--- src/inc/sequencer_defs.vh ---
// Purpose: constants for the debug trigger state sequencer
// Assumes: 8-bit register port, byte-wide registers
// Notes: offsets are byte addresses on the register port
`ifndef SEQUENCER_DEFS_VH
`define SEQUENCER_DEFS_VH

////////////////////////////////////////////////////////////////////////////////
// register offsets
`define OFS_CONTROL 8'h20
`define OFS_STATUS 8'h21
`define OFS_STATE1_SELECT 8'h22
`define OFS_STATE2_SELECT 8'h27
`define OFS_CMP_CONTROL_BASE 8'h28
`define OFS_CMP_CONTROL_LAST 8'h2B

////////////////////////////////////////////////////////////////////////////////
// field positions
`define CTRL_VIEW_LO 0
`define CTRL_VIEW_HI 1
`define CTRL_ARM_BIT 7
`define CMP_ENABLE_BIT 0
`define STAT_STATE_LO 0
`define STAT_STATE_HI 1
`define STAT_ARMED_BIT 2
`define STAT_FINAL_BIT 3
`define STAT_SEEN_LO 4
`define STAT_SEEN_HI 7

////////////////////////////////////////////////////////////////////////////////
// field values and reset values
`define VIEW_STATE2 2'h1
`define VIEW_RESET 2'h0
`define CODE_RESET 4'h0
`define BYTE_ZERO 8'h00

////////////////////////////////////////////////////////////////////////////////
// sequencer states
`define SEQ_STATE1 2'h0
`define SEQ_STATE2 2'h1
`define SEQ_STATE3 2'h2
`define SEQ_FINAL 2'h3

////////////////////////////////////////////////////////////////////////////////
// state1 selection codes
`define S1_M2_TO_S2 4'h3
`define S1_M2_TO_S3 4'h4
`define S1_M2_TO_FINAL 4'h5
`define S1_M0S2_M1S3 4'h6
`define S1_M1S3_M0F 4'h7
`define S1_M0S2_M2S3 4'h8
`define S1_M2S3_M0F 4'h9
`define S1_M1S2_M3S3 4'hA
`define S1_M3S3_M1F 4'hB
`define S1_M012_TO_S2 4'hC

// state2 selection codes
`define S2_ANY_TO_S1 4'h0

// target encoding: valid flag above the state
`define TGT_NONE 3'h0
`define TGT_S1 3'h4
`define TGT_S2 3'h5
`define TGT_S3 3'h6
`define TGT_FINAL 3'h7

`endif

--- src/hw/debug_trigger_state_sequencer.v ---
// Purpose: next-state selection of a debug trigger state sequencer
// Assumes: match inputs synchronous to clock, one pulse or level per cycle
// Notes: registers reached over a plain strobed port, read data one cycle later
`timescale 1ns/1ps
`include "sequencer_defs.vh"

module debug_trigger_state_sequencer #(
  parameter CHANNELS = 4,
  parameter ADDR_WIDTH = 8,
  parameter DATA_WIDTH = 8
) (
  // clock and reset
  input wire clock,
  input wire resetn,
  // register port
  input wire [ADDR_WIDTH-1:0] address,
  input wire [DATA_WIDTH-1:0] write_data,
  input wire write_strobe,
  input wire read_strobe,
  output reg [DATA_WIDTH-1:0] read_data,
  // comparator match channels
  input wire [CHANNELS-1:0] match,
  // sequencer state
  output reg [1:0] sequencer_state,
  output reg armed,
  output reg final_reached,
  output reg state_changed
);

  ////////////////////////////////////////////////////////////////////////////////
  // software registers
  reg [1:0] comparator_view_select;
  reg [3:0] state1_select;
  reg [3:0] state2_next_state_select;
  reg [CHANNELS-1:0] comparator_enable;
  reg [CHANNELS-1:0] match_seen;

  // decode
  wire wr_control;
  wire wr_status;
  wire wr_state1;
  wire wr_state2;
  wire view_is_state2;
  wire [CHANNELS-1:0] wr_cmp;
  wire [CHANNELS-1:0] match_gated;

  // next values
  reg [1:0] next_state;
  reg [2:0] next_target;
  reg final_hit;

  // per channel targets, three bits each
  wire [3*CHANNELS-1:0] chan_tgt;
  wire [CHANNELS-1:0] chan_live;
  wire [CHANNELS-1:0] chan_final;

  // address decode
  wire sel_control;
  wire sel_status;
  wire sel_state1;
  wire sel_state2;
  wire sel_cmp;
  wire disarm;
  reg [DATA_WIDTH-1:0] next_read_data;
  integer ch;

  assign sel_control = (address == `OFS_CONTROL);
  assign sel_status = (address == `OFS_STATUS);
  assign sel_state1 = (address == `OFS_STATE1_SELECT);
  assign sel_state2 = (address == `OFS_STATE2_SELECT);
  assign sel_cmp = (address >= `OFS_CMP_CONTROL_BASE) && (address <= `OFS_CMP_CONTROL_LAST);

  assign view_is_state2 = (comparator_view_select == `VIEW_STATE2);
  assign wr_control = write_strobe && sel_control;
  assign wr_status = write_strobe && sel_status;
  assign wr_state1 = write_strobe && sel_state1 && !armed;
  // writes outside view 01 or while armed are dropped
  assign wr_state2 = write_strobe && sel_state2 && view_is_state2 &&
    !armed;
  // disarming restarts the sequence and beats a same-cycle match
  assign disarm = wr_control && !write_data[`CTRL_ARM_BIT];

  ////////////////////////////////////////////////////////////////////////////////
  // per channel comparator control and match gating
  genvar gi;
  generate
    for (gi = 0; gi < CHANNELS; gi = gi + 1) begin : chan
      localparam [ADDR_WIDTH-1:0] CMP_ADDR = `OFS_CMP_CONTROL_BASE + gi;
      assign wr_cmp[gi] = write_strobe && (address == CMP_ADDR);
      // disabled comparators never reach the sequencer
      assign match_gated[gi] = match[gi] && comparator_enable[gi];

      always @(posedge clock) begin
        if (!resetn) begin
          comparator_enable[gi] <= 1'b0;
          match_seen[gi] <= 1'b0;
        end else begin
          if (wr_cmp[gi]) begin
            comparator_enable[gi] <= write_data[`CMP_ENABLE_BIT];
          end
          // a new match wins over a write-one clear in the same cycle
          if (match_gated[gi] && armed) begin
            match_seen[gi] <= 1'b1;
          end else if (wr_status && write_data[`STAT_SEEN_LO + gi]) begin
            match_seen[gi] <= 1'b0;
          end
        end
      end
    end
  endgenerate

  ////////////////////////////////////////////////////////////////////////////////
  // state1 target per channel
  function [2:0] state1_target;
    input [3:0] code;
    input [1:0] chan;
    begin
      state1_target = `TGT_NONE;
      case (code)
        `S1_M2_TO_S2: begin
          if (chan == 2'd2) state1_target = `TGT_S2;
        end
        `S1_M2_TO_S3: begin
          if (chan == 2'd2) state1_target = `TGT_S3;
        end
        `S1_M2_TO_FINAL: begin
          if (chan == 2'd2) state1_target = `TGT_FINAL;
        end
        `S1_M0S2_M1S3: begin
          if (chan == 2'd0) state1_target = `TGT_S2;
          else if (chan == 2'd1) state1_target = `TGT_S3;
        end
        `S1_M1S3_M0F: begin
          if (chan == 2'd1) state1_target = `TGT_S3;
          else if (chan == 2'd0) state1_target = `TGT_FINAL;
        end
        `S1_M0S2_M2S3: begin
          if (chan == 2'd0) state1_target = `TGT_S2;
          else if (chan == 2'd2) state1_target = `TGT_S3;
        end
        `S1_M2S3_M0F: begin
          if (chan == 2'd2) state1_target = `TGT_S3;
          else if (chan == 2'd0) state1_target = `TGT_FINAL;
        end
        `S1_M1S2_M3S3: begin
          if (chan == 2'd1) state1_target = `TGT_S2;
          else if (chan == 2'd3) state1_target = `TGT_S3;
        end
        `S1_M3S3_M1F: begin
          if (chan == 2'd3) state1_target = `TGT_S3;
          else if (chan == 2'd1) state1_target = `TGT_FINAL;
        end
        `S1_M012_TO_S2: begin
          if (chan != 2'd3) state1_target = `TGT_S2;
        end
        // reserved and unlisted codes never move the sequencer
        default: begin
          state1_target = `TGT_NONE;
        end
      endcase
    end
  endfunction

  ////////////////////////////////////////////////////////////////////////////////
  // state2 target per channel
  function [2:0] state2_target;
    input [3:0] code;
    begin
      case (code)
        `S2_ANY_TO_S1: state2_target = `TGT_S1;
        default: state2_target = `TGT_NONE;
      endcase
    end
  endfunction

  ////////////////////////////////////////////////////////////////////////////////
  // next state selection
  generate
    for (gi = 0; gi < CHANNELS; gi = gi + 1) begin : tgt
      localparam [1:0] CHAN_ID = gi;
      reg [2:0] tgt_value;
      always @* begin
        tgt_value = `TGT_NONE;
        case (sequencer_state)
          `SEQ_STATE1: begin
            tgt_value = state1_target(state1_select, CHAN_ID);
          end
          `SEQ_STATE2: begin
            // the state2 code is the low nibble of its register
            tgt_value = state2_target(state2_next_state_select);
          end
          default: begin
            tgt_value = `TGT_NONE;
          end
        endcase
      end
      assign chan_tgt[3*gi +: 3] = tgt_value;
      assign chan_live[gi] = match_gated[gi] && tgt_value[2];
      assign chan_final[gi] = chan_live[gi] && (tgt_value == `TGT_FINAL);
    end
  endgenerate

  always @* begin
    next_target = `TGT_NONE;
    final_hit = |chan_final;
    // scan high to low so the lowest live channel is kept
    for (ch = CHANNELS - 1; ch >= 0; ch = ch - 1) begin
      if (chan_live[ch]) begin
        next_target = chan_tgt[3*ch +: 3];
      end
    end
    if (final_hit) begin
      next_target = `TGT_FINAL;
    end
    next_state = sequencer_state;
    if (armed && next_target[2]) begin
      next_state = next_target[1:0];
    end
  end

  ////////////////////////////////////////////////////////////////////////////////
  // control and selection registers
  always @(posedge clock) begin
    if (!resetn) begin
      armed <= 1'b0;
      comparator_view_select <= `VIEW_RESET;
      state1_select <= `CODE_RESET;
      state2_next_state_select <= `CODE_RESET;
    end else begin
      if (wr_control) begin
        comparator_view_select <= write_data[`CTRL_VIEW_HI:`CTRL_VIEW_LO];
        armed <= write_data[`CTRL_ARM_BIT];
      end
      if (wr_state1) begin
        state1_select <= write_data[3:0];
      end
      if (wr_state2) begin
        state2_next_state_select <= write_data[3:0];
      end
    end
  end

  ////////////////////////////////////////////////////////////////////////////////
  // sequencer state
  always @(posedge clock) begin
    if (!resetn) begin
      sequencer_state <= `SEQ_STATE1;
      final_reached <= 1'b0;
      state_changed <= 1'b0;
    end else begin
      state_changed <= 1'b0;
      if (disarm) begin
        sequencer_state <= `SEQ_STATE1;
        final_reached <= 1'b0;
      end else if (next_state != sequencer_state) begin
        sequencer_state <= next_state;
        state_changed <= 1'b1;
        if (next_state == `SEQ_FINAL) begin
          final_reached <= 1'b1;
        end
      end
    end
  end

  ////////////////////////////////////////////////////////////////////////////////
  // read path
  always @* begin
    next_read_data = `BYTE_ZERO;
    if (sel_control) begin
      next_read_data[`CTRL_VIEW_HI:`CTRL_VIEW_LO] = comparator_view_select;
      next_read_data[`CTRL_ARM_BIT] = armed;
    end else if (sel_status) begin
      next_read_data[`STAT_STATE_HI:`STAT_STATE_LO] = sequencer_state;
      next_read_data[`STAT_ARMED_BIT] = armed;
      next_read_data[`STAT_FINAL_BIT] = final_reached;
      next_read_data[`STAT_SEEN_HI:`STAT_SEEN_LO] = match_seen;
    end else if (sel_state1) begin
      next_read_data[3:0] = state1_select;
    end else if (sel_state2) begin
      if (view_is_state2) begin
        next_read_data[3:0] = state2_next_state_select;
      end
    end else if (sel_cmp) begin
      next_read_data[`CMP_ENABLE_BIT] =
        comparator_enable[address[1:0]];
    end
  end

  always @(posedge clock) begin
    if (!resetn) begin
      read_data <= `BYTE_ZERO;
    end else if (read_strobe) begin
      read_data <= next_read_data;
    end else begin
      read_data <= `BYTE_ZERO;
    end
  end

endmodule

--- config.mk ---
export PLATFORM = sky130hd
export DESIGN_NAME = debug_trigger_state_sequencer
export DESIGN_NICKNAME = d
export VERILOG_FILES = /design/src/hw/debug_trigger_state_sequencer.v
export VERILOG_INCLUDE_DIRS = /design/src /design/src/inc
export SDC_FILE = /design/constraint.sdc
export NUM_CORES = 1
export LEC_CHECK = 0
export ABC_AREA = 1
export BUFFER_PORTS_ARGS = -buffer_cell sky130_fd_sc_hd__clkbuf_2
export CAP_MARGIN = 20
export CORE_MARGIN = 3
export CORE_UTILIZATION = 32
export CTS_CLUSTER_DIAMETER = 150
export DETAILED_ROUTE_END_ITERATION = 6
export GPL_TIMING_DRIVEN = 0
export PLACE_DENSITY_LB_ADDON = 0.2
export SLEW_MARGIN = 20
export SYNTH_ARGS = -nofsm -noshare
export SYNTH_HDL_FRONTEND = slang
export SYNTH_SLANG_ARGS = --single-unit
--- constraint.sdc ---
create_clock -name clock -period 1.57 [get_ports clock]
set_input_delay 0 -clock clock [delete_from_list [all_inputs] [get_ports clock]]
set_output_delay 0 -clock clock [all_outputs]
set_load 0.02 [all_outputs]
== Word level (Yosys, flattened, before mapping) ==
Index checks and enable logic that the tools add are counted.

* $lt $le $gt $ge: 3
* Equality and inequality tests: 26
* Multiplexer cells: 35
* Bitwise operators: 3
* Reduce and logical (&&, ||, !) cells: 55

{| class="wikitable"
|+ Operator list
! cell !! count
|-
| $eq 8x6->1 const B || 8
|-
| $logic_and 1x1->1 || 34
|-
| $pmux 3 s2 || 5
|-
| $mux 3 || 8
|-
| $eq 4x4->1 const B || 5
|-
| $pmux 3 s3 || 2
|-
| $eq 4x3->1 const B || 4
|-
| $mux 4 || 4
|-
| $mux 1 || 13
|-
| $eq 3x3->1 const B || 4
|-
| $reduce_or 2->1 || 6
|-
| $reduce_or 3->1 || 3
|-
| $ge 8x6->1 const B || 1
|-
| $le 8x6->1 const B || 1
|-
| $reduce_bool 2->1 || 4
|-
| $reduce_or 4->1 || 2
|-
| $eq 2x1->1 const B || 2
|-
| $eq 4x2->1 const B || 1
|-
| $logic_not 4->1 || 1
|-
| $mux 2 || 2
|-
| $reduce_and 2->1 || 2
|-
| $lt 2x3->1 const B || 1
|-
| $not 1->1 || 3
|-
| $bmux 1 s2 || 1
|-
| other kinds (4) || 5
|}

* Flip-flop bits (word level): 31
* Input bits: 24
* Word-level logic and storage cells: 140

== Depth between registers and ports, before layout ==
* Word-level depth: 14
* Depth in mapped cells: 16
* Mapped depth without buffers: 15

== Worst setup path after synthesis ==
Ideal clock, no wire load.

* Path kind: flip-flop to flip-flop
* Start: reg sequencer_state[0]
* End: reg final_reached
* Arrival time: 1394 ps
* Data required time: 1457 ps
* Path slack: 62 ps
* Cell stages (with the launch flop): 14
* Buffers on the path: 0
* Period minus slack after synthesis: 1508 ps
* Path through: dfxtp_1 -> inv_1 -> nor2_2 -> nand3_2 -> nand3_1 -> nand2_2 -> nand2_2 -> nor2_4 -> nand2_1 -> nand2_2 -> nand2_1 -> nand2_1 -> nand3_1 -> nand2_1

* Cells in the longest elaborated chain, start to end: 12
* Elaborated cells on any way between the ends: 29
* Those cells by class: eq/ne (7); mux (10); reduce/logical (12)

{| class="wikitable"
|+ Ends and longest elaborated chain
! what !! line !! text
|-
| from (decl) || debug_trigger_state_sequencer.v:24 || <nowiki>output reg [1:0] sequencer_state,</nowiki>
|-
| from (signal assigned) || debug_trigger_state_sequencer.v:247 || <nowiki>sequencer_state <= `SEQ_STATE1;</nowiki>
|-
| from (signal assigned) || debug_trigger_state_sequencer.v:253 || <nowiki>sequencer_state <= `SEQ_STATE1;</nowiki>
|-
| from (signal assigned) || debug_trigger_state_sequencer.v:256 || <nowiki>sequencer_state <= next_state;</nowiki>
|-
| $eq 2x1->1 / $logic_not 2->1 (equally long branches) || -- ||
|-
| $pmux 3 s2 || debug_trigger_state_sequencer.v:184 || <nowiki>case (sequencer_state)</nowiki>
|-
| $logic_and 1x1->1 || debug_trigger_state_sequencer.v:198 || <nowiki>assign chan_live[gi] = match_gated[gi] && tgt_value[2];</nowiki>
|-
| $mux 3 (4 in series) || debug_trigger_state_sequencer.v:208 || <nowiki>if (chan_live[ch]) begin</nowiki>
|-
| $mux 3 || debug_trigger_state_sequencer.v:212 || <nowiki>if (final_hit) begin</nowiki>
|-
| $logic_and 1x1->1 || debug_trigger_state_sequencer.v:216 || <nowiki>if (armed && next_target[2]) begin</nowiki>
|-
| $mux 2 || debug_trigger_state_sequencer.v:216 ||
|-
| $ne 2x2->1 / $eq 2x2->1 (equally long branches) || -- ||
|-
| $reduce_and 2->1 (no source line) * || -- ||
|-
| to (signal assigned) || debug_trigger_state_sequencer.v:248 || <nowiki>final_reached <= 1'b0;</nowiki>
|-
| to (signal assigned) || debug_trigger_state_sequencer.v:254 || <nowiki>final_reached <= 1'b0;</nowiki>
|-
| to (signal assigned) || debug_trigger_state_sequencer.v:259 || <nowiki>final_reached <= 1'b1;</nowiki>
|-
| to (decl) || debug_trigger_state_sequencer.v:26 || <nowiki>output reg final_reached,</nowiki>
|}

Mark *: on every way between the ends. The rest lies on a longest branch, timed or not.
A chain may end at the register's enable or synchronous reset.

== Worst setup path in the final report ==
* Start: reg state1_select[1]
* End: reg final_reached

* Cells in the longest elaborated chain, start to end: 14
* Elaborated cells on any way between the ends: 48
* Those cells by class: eq/ne (16); mux (14); reduce/logical (18)

{| class="wikitable"
|+ Ends and longest elaborated chain
! what !! line !! text
|-
| from (decl) || debug_trigger_state_sequencer.v:33 || <nowiki>reg [3:0] state1_select;</nowiki>
|-
| from (signal assigned) || debug_trigger_state_sequencer.v:227 || <nowiki>state1_select <= `CODE_RESET;</nowiki>
|-
| from (signal assigned) || debug_trigger_state_sequencer.v:235 || <nowiki>state1_select <= write_data[3:0];</nowiki>
|-
| branches (longest 9 deep; another with $eq 4x4->1) || -- ||
|-
| $mux 3 * || debug_trigger_state_sequencer.v:212 ||
|-
| $logic_and 1x1->1 || debug_trigger_state_sequencer.v:216 ||
|-
| $mux 2 * || debug_trigger_state_sequencer.v:216 ||
|-
| $ne 2x2->1 / $eq 2x2->1 (equally long branches) || -- ||
|-
| $reduce_and 2->1 (no source line) * || -- ||
|}

Every way passes the cells marked *.

==> flow_summary_export.csv <==
group,metric,value,unit
route,wl_per_cell,13.0,um
timing,rsz0062_at_grt,"true",
clocking,cts_buffers,5,
global_routing,grt_pass1_vias,1718,
worst_setup_path,path_max_fanout,4,
run_status,outcome,"completed",
place,dp_hpwl,3.62,mm
place,placed_cells,369,
timing,slew-limit-headroom,74.3,%
yosys,synth_area_leaders,"dfxtp_1, nand2_1, inv_1, a21oi_1, nand3_1",
floorplan,die_w,79.9,um
pwr,ir_drop,422,uV
pwr,p_clk_share,48.6,%
yosys,async_reset_ff_share,0,%
min_path,hp-class,"in2reg",
global_routing,gr-usage-all-layers,15.9,%
route,drc,0,
pwr,power,1.70,mW
worst_setup_path,cp_data_arrival_time,1.80,ns
worst_setup_path,critPathMostFrequentCell,"nand2_2",
place,placed_area,2020,um^2
timing,fin_setup_tns,0,ns
layout,fin_area,2350,um^2
timing,finalCritPeriodShare,99.3,%
place,portBuffers,36,
pwr,p_per_area,724,nW/um^2
worst_setup_path,cpMaxStageDelayCell,"dfxtp_2",
route,drtAntennaViolNets,0,
route,wl_met2,2.48,mm
pwr,switching_share,21.8,%
global_routing,overflow,0,
yosys,seq_area_frac_synth,35.5,%
yosys,yosys-top-cells-count,"nand2_1, inv_1, dfxtp_1",
route,vias_per_cell,4.78,
yosys,syn_inst,263,
floorplan,dieArea,6390,um^2
yosys,netlist.top_cell.by_area,"dfxtp_1",
clocking,cts_tree,"yes",
yosys,synth_top_area_share,35.5,%
layout,syn2layout_area_growth,34.5,%
route,drt_iter0_markers,99,
timing,maxSlewViolCount,0,
clocking,cts_buffer_depth,2,
clocking,clkLatencyLatePin,0.29,ns
worst_setup_path,crit_type,"reg2reg",
floorplan,num_rows,26,
floorplan,initial_core_util,33.6,%
timing,fmaxAchievable,641,MHz
timing,fin_skew,0.00917,ns
pwr,p_sw,372,uW
yosys,synth_edf_count,0,
clocking,clkSlewWorstSetupHoldPaths,0.07,ns
floorplan,io_pins,37,
yosys,syn_nets,287,
timing,final.min_clock_period,1.56,ns
yosys,avgSynthCellArea,6.65,um^2
yosys,ys.flop_type,"dfxtp_1",
layout,diodes,0,
layout,stdcell_count,388,
yosys,synth_most_common_cell,"nand2_1",
route,wl_met3,249,um
clocking,cts-root-buf,"clkbuf_8",
worst_setup_path,cp-start-kind,"flop",
floorplan,die_h,79.9,um
route,wl_met1,2.26,mm
route,highest_layer,"met4",
pwr,intPower,1.33,mW
flow_run,cap_violations,0,
timing,finalSetupViolations,0,
route,dr.pass1.iters,5,
route,vias,1856,
worst_setup_path,crit_chain,"buf_2, buf_4, nand3_4, nand3_2, nand2_4, nand2_4, nor2_4, nand2_2, nand2_2, nand2_2, nand2_1, nand3_1, nand2_1",
place,dpl_worst_slack,-0.0510,ns
layout,n_fill_cell,562,
clocking,cts.sinks,31,
timing,finalHoldViolCount,0,
pwr,leakagePower,1.13,nW
worst_setup_path,required,1.81,ns
timing,fin_hold_ws,0.0121,ns
yosys,synth_cell_types,26,
global_routing,antenna_found_initial,0,
yosys,synth_area,1750,um^2
worst_setup_path,cpPeakStageDelay,0.33,ns
global_routing,grt_pass1_wl,7.87,mm
layout,nets,341,
layout,drive_above_1_share,32.1,%
floorplan,coreArea,5200,um^2
timing,worst_pin_slew,0.386,ns
global_routing,grt_max_degree,11,
pwr,p_seq_share,45.9,%
pwr,pwr-share-comb,5.5,%
place,routabilityCongestion,0.883,
timing,setup_ws,0.0107,ns
yosys,yosys_register_bits,31,
yosys,yosysWarnings,0,
layout,final_core_util,45.2,%
clocking,h-tree-depth,2,
worst_setup_path,setup.worst_path.end_class,"flop",
route,wl,5.04,mm
==> area by class of cell <==
type                       instances  area, um^2  share of cell area (%)
clock buffer                       6        82.6                    3.51
buffer                             4        37.5                    1.60
multi-input combinational        180        1010                    42.8
clock inverter                     2        35.0                    1.49
sequential                        31         636                    27.0
tap                               70        87.6                    3.72
timing repair buffer              47         280                    11.9
inverter                          48         188                    7.98
==> layer usage <==
metal	track usage (%)	vias up
met5	0	-
met4	5.41	0
met3	4.06	5
met2	25.9	42
met1	20.4	841
li1	-	968
==> state kept, by name (all words and copies together), names as in the netlist <==
signal                    count
read_data                     8
armed                         1
sequencer_state               2
match_seen                    4
state1_select                 4
final_reached                 1
state2_next_state_select      4
comparator_enable             4
state_changed                 1
comparator_view_select        2
==> layout by cell type, fill, tap and decap left out, drive strengths merged <==
| cell type | count |
|---|---|
| o21ai | 20 |
| a21oi | 24 |
| clkinv | 1 |
| o31ai | 2 |
| o311a | 3 |
| nand2 | 63 |
| a31oi | 4 |
| o221ai | 1 |
| inv | 48 |
| nor3 | 5 |
| clkbuf | 43 |
| o22ai | 2 |
| buf | 11 |
| dlygate4sd3 | 3 |
| dfxtp | 31 |
| nand4 | 1 |
| nand3 | 24 |
| bufinv | 1 |
| o2111ai | 1 |
| nor2 | 30 |
==> power by group through the flow <==
| stage | sequential (mW) | clock, mW | combinational, mW |
|---|---|---|---|
| 6_report | 0.782 | 0.828 | 0.0936 |
| 5_1_grt | 0.782 | 0.888 | 0.106 |
| 4_1_cts | 0.787 | 0.851 | 0.0927 |
| 3_5_place_dp | 0.805 | 0 | 0.0867 |
| 3_3_place_gp | 0.805 | 0 | 0.0866 |
| 2_1_floorplan | 0.805 | 0 | 0.0369 |
==> worst max-delay path, delay by kind of cell, from the launching register on <==
| kind | cells | cell delay [ns] |
|---|---|---|
| simple gates | 11 | 0.88 |
| flops | 1 | 0.33 |
| buf+inv | 2 | 0.30 |
==> kinds of logic (layout without fill, tap and decap cells) <==
kind of cell	after synthesis	in the layout	share of synthesized area [%]
and+or+nand+nor	123	123	33.1
AOI/OAI and AO/OA	57	57	19.0
buffers and inverters	52	107	12.4
DFF	31	31	35.5
==> worst paths after layout <==
kind	depth (start not counted)	from	slack [ns]	endpoint
worst min register to register	2	match_seen[0]	0.43	read_data[4]
worst min-delay path	3	resetn	0.01	state1_select[1]
worst max-delay path	13	state1_select[1]	0.01	final_reached
worst max register to register	13	state1_select[1]	0.01	final_reached
==> what timing repair did <==
action | CTS | global route
gates resized for setup | 1 | 38
endpoints found under the setup margin | 3 | 3
endpoints found under the hold margin | 3 | 0
pin swaps | 1 | 14
gates cloned | 0 | 1
hold buffers | 3 | 0
setup buffers | 0 | 7
No activity file was read; power rests on OpenSTA's default activity.
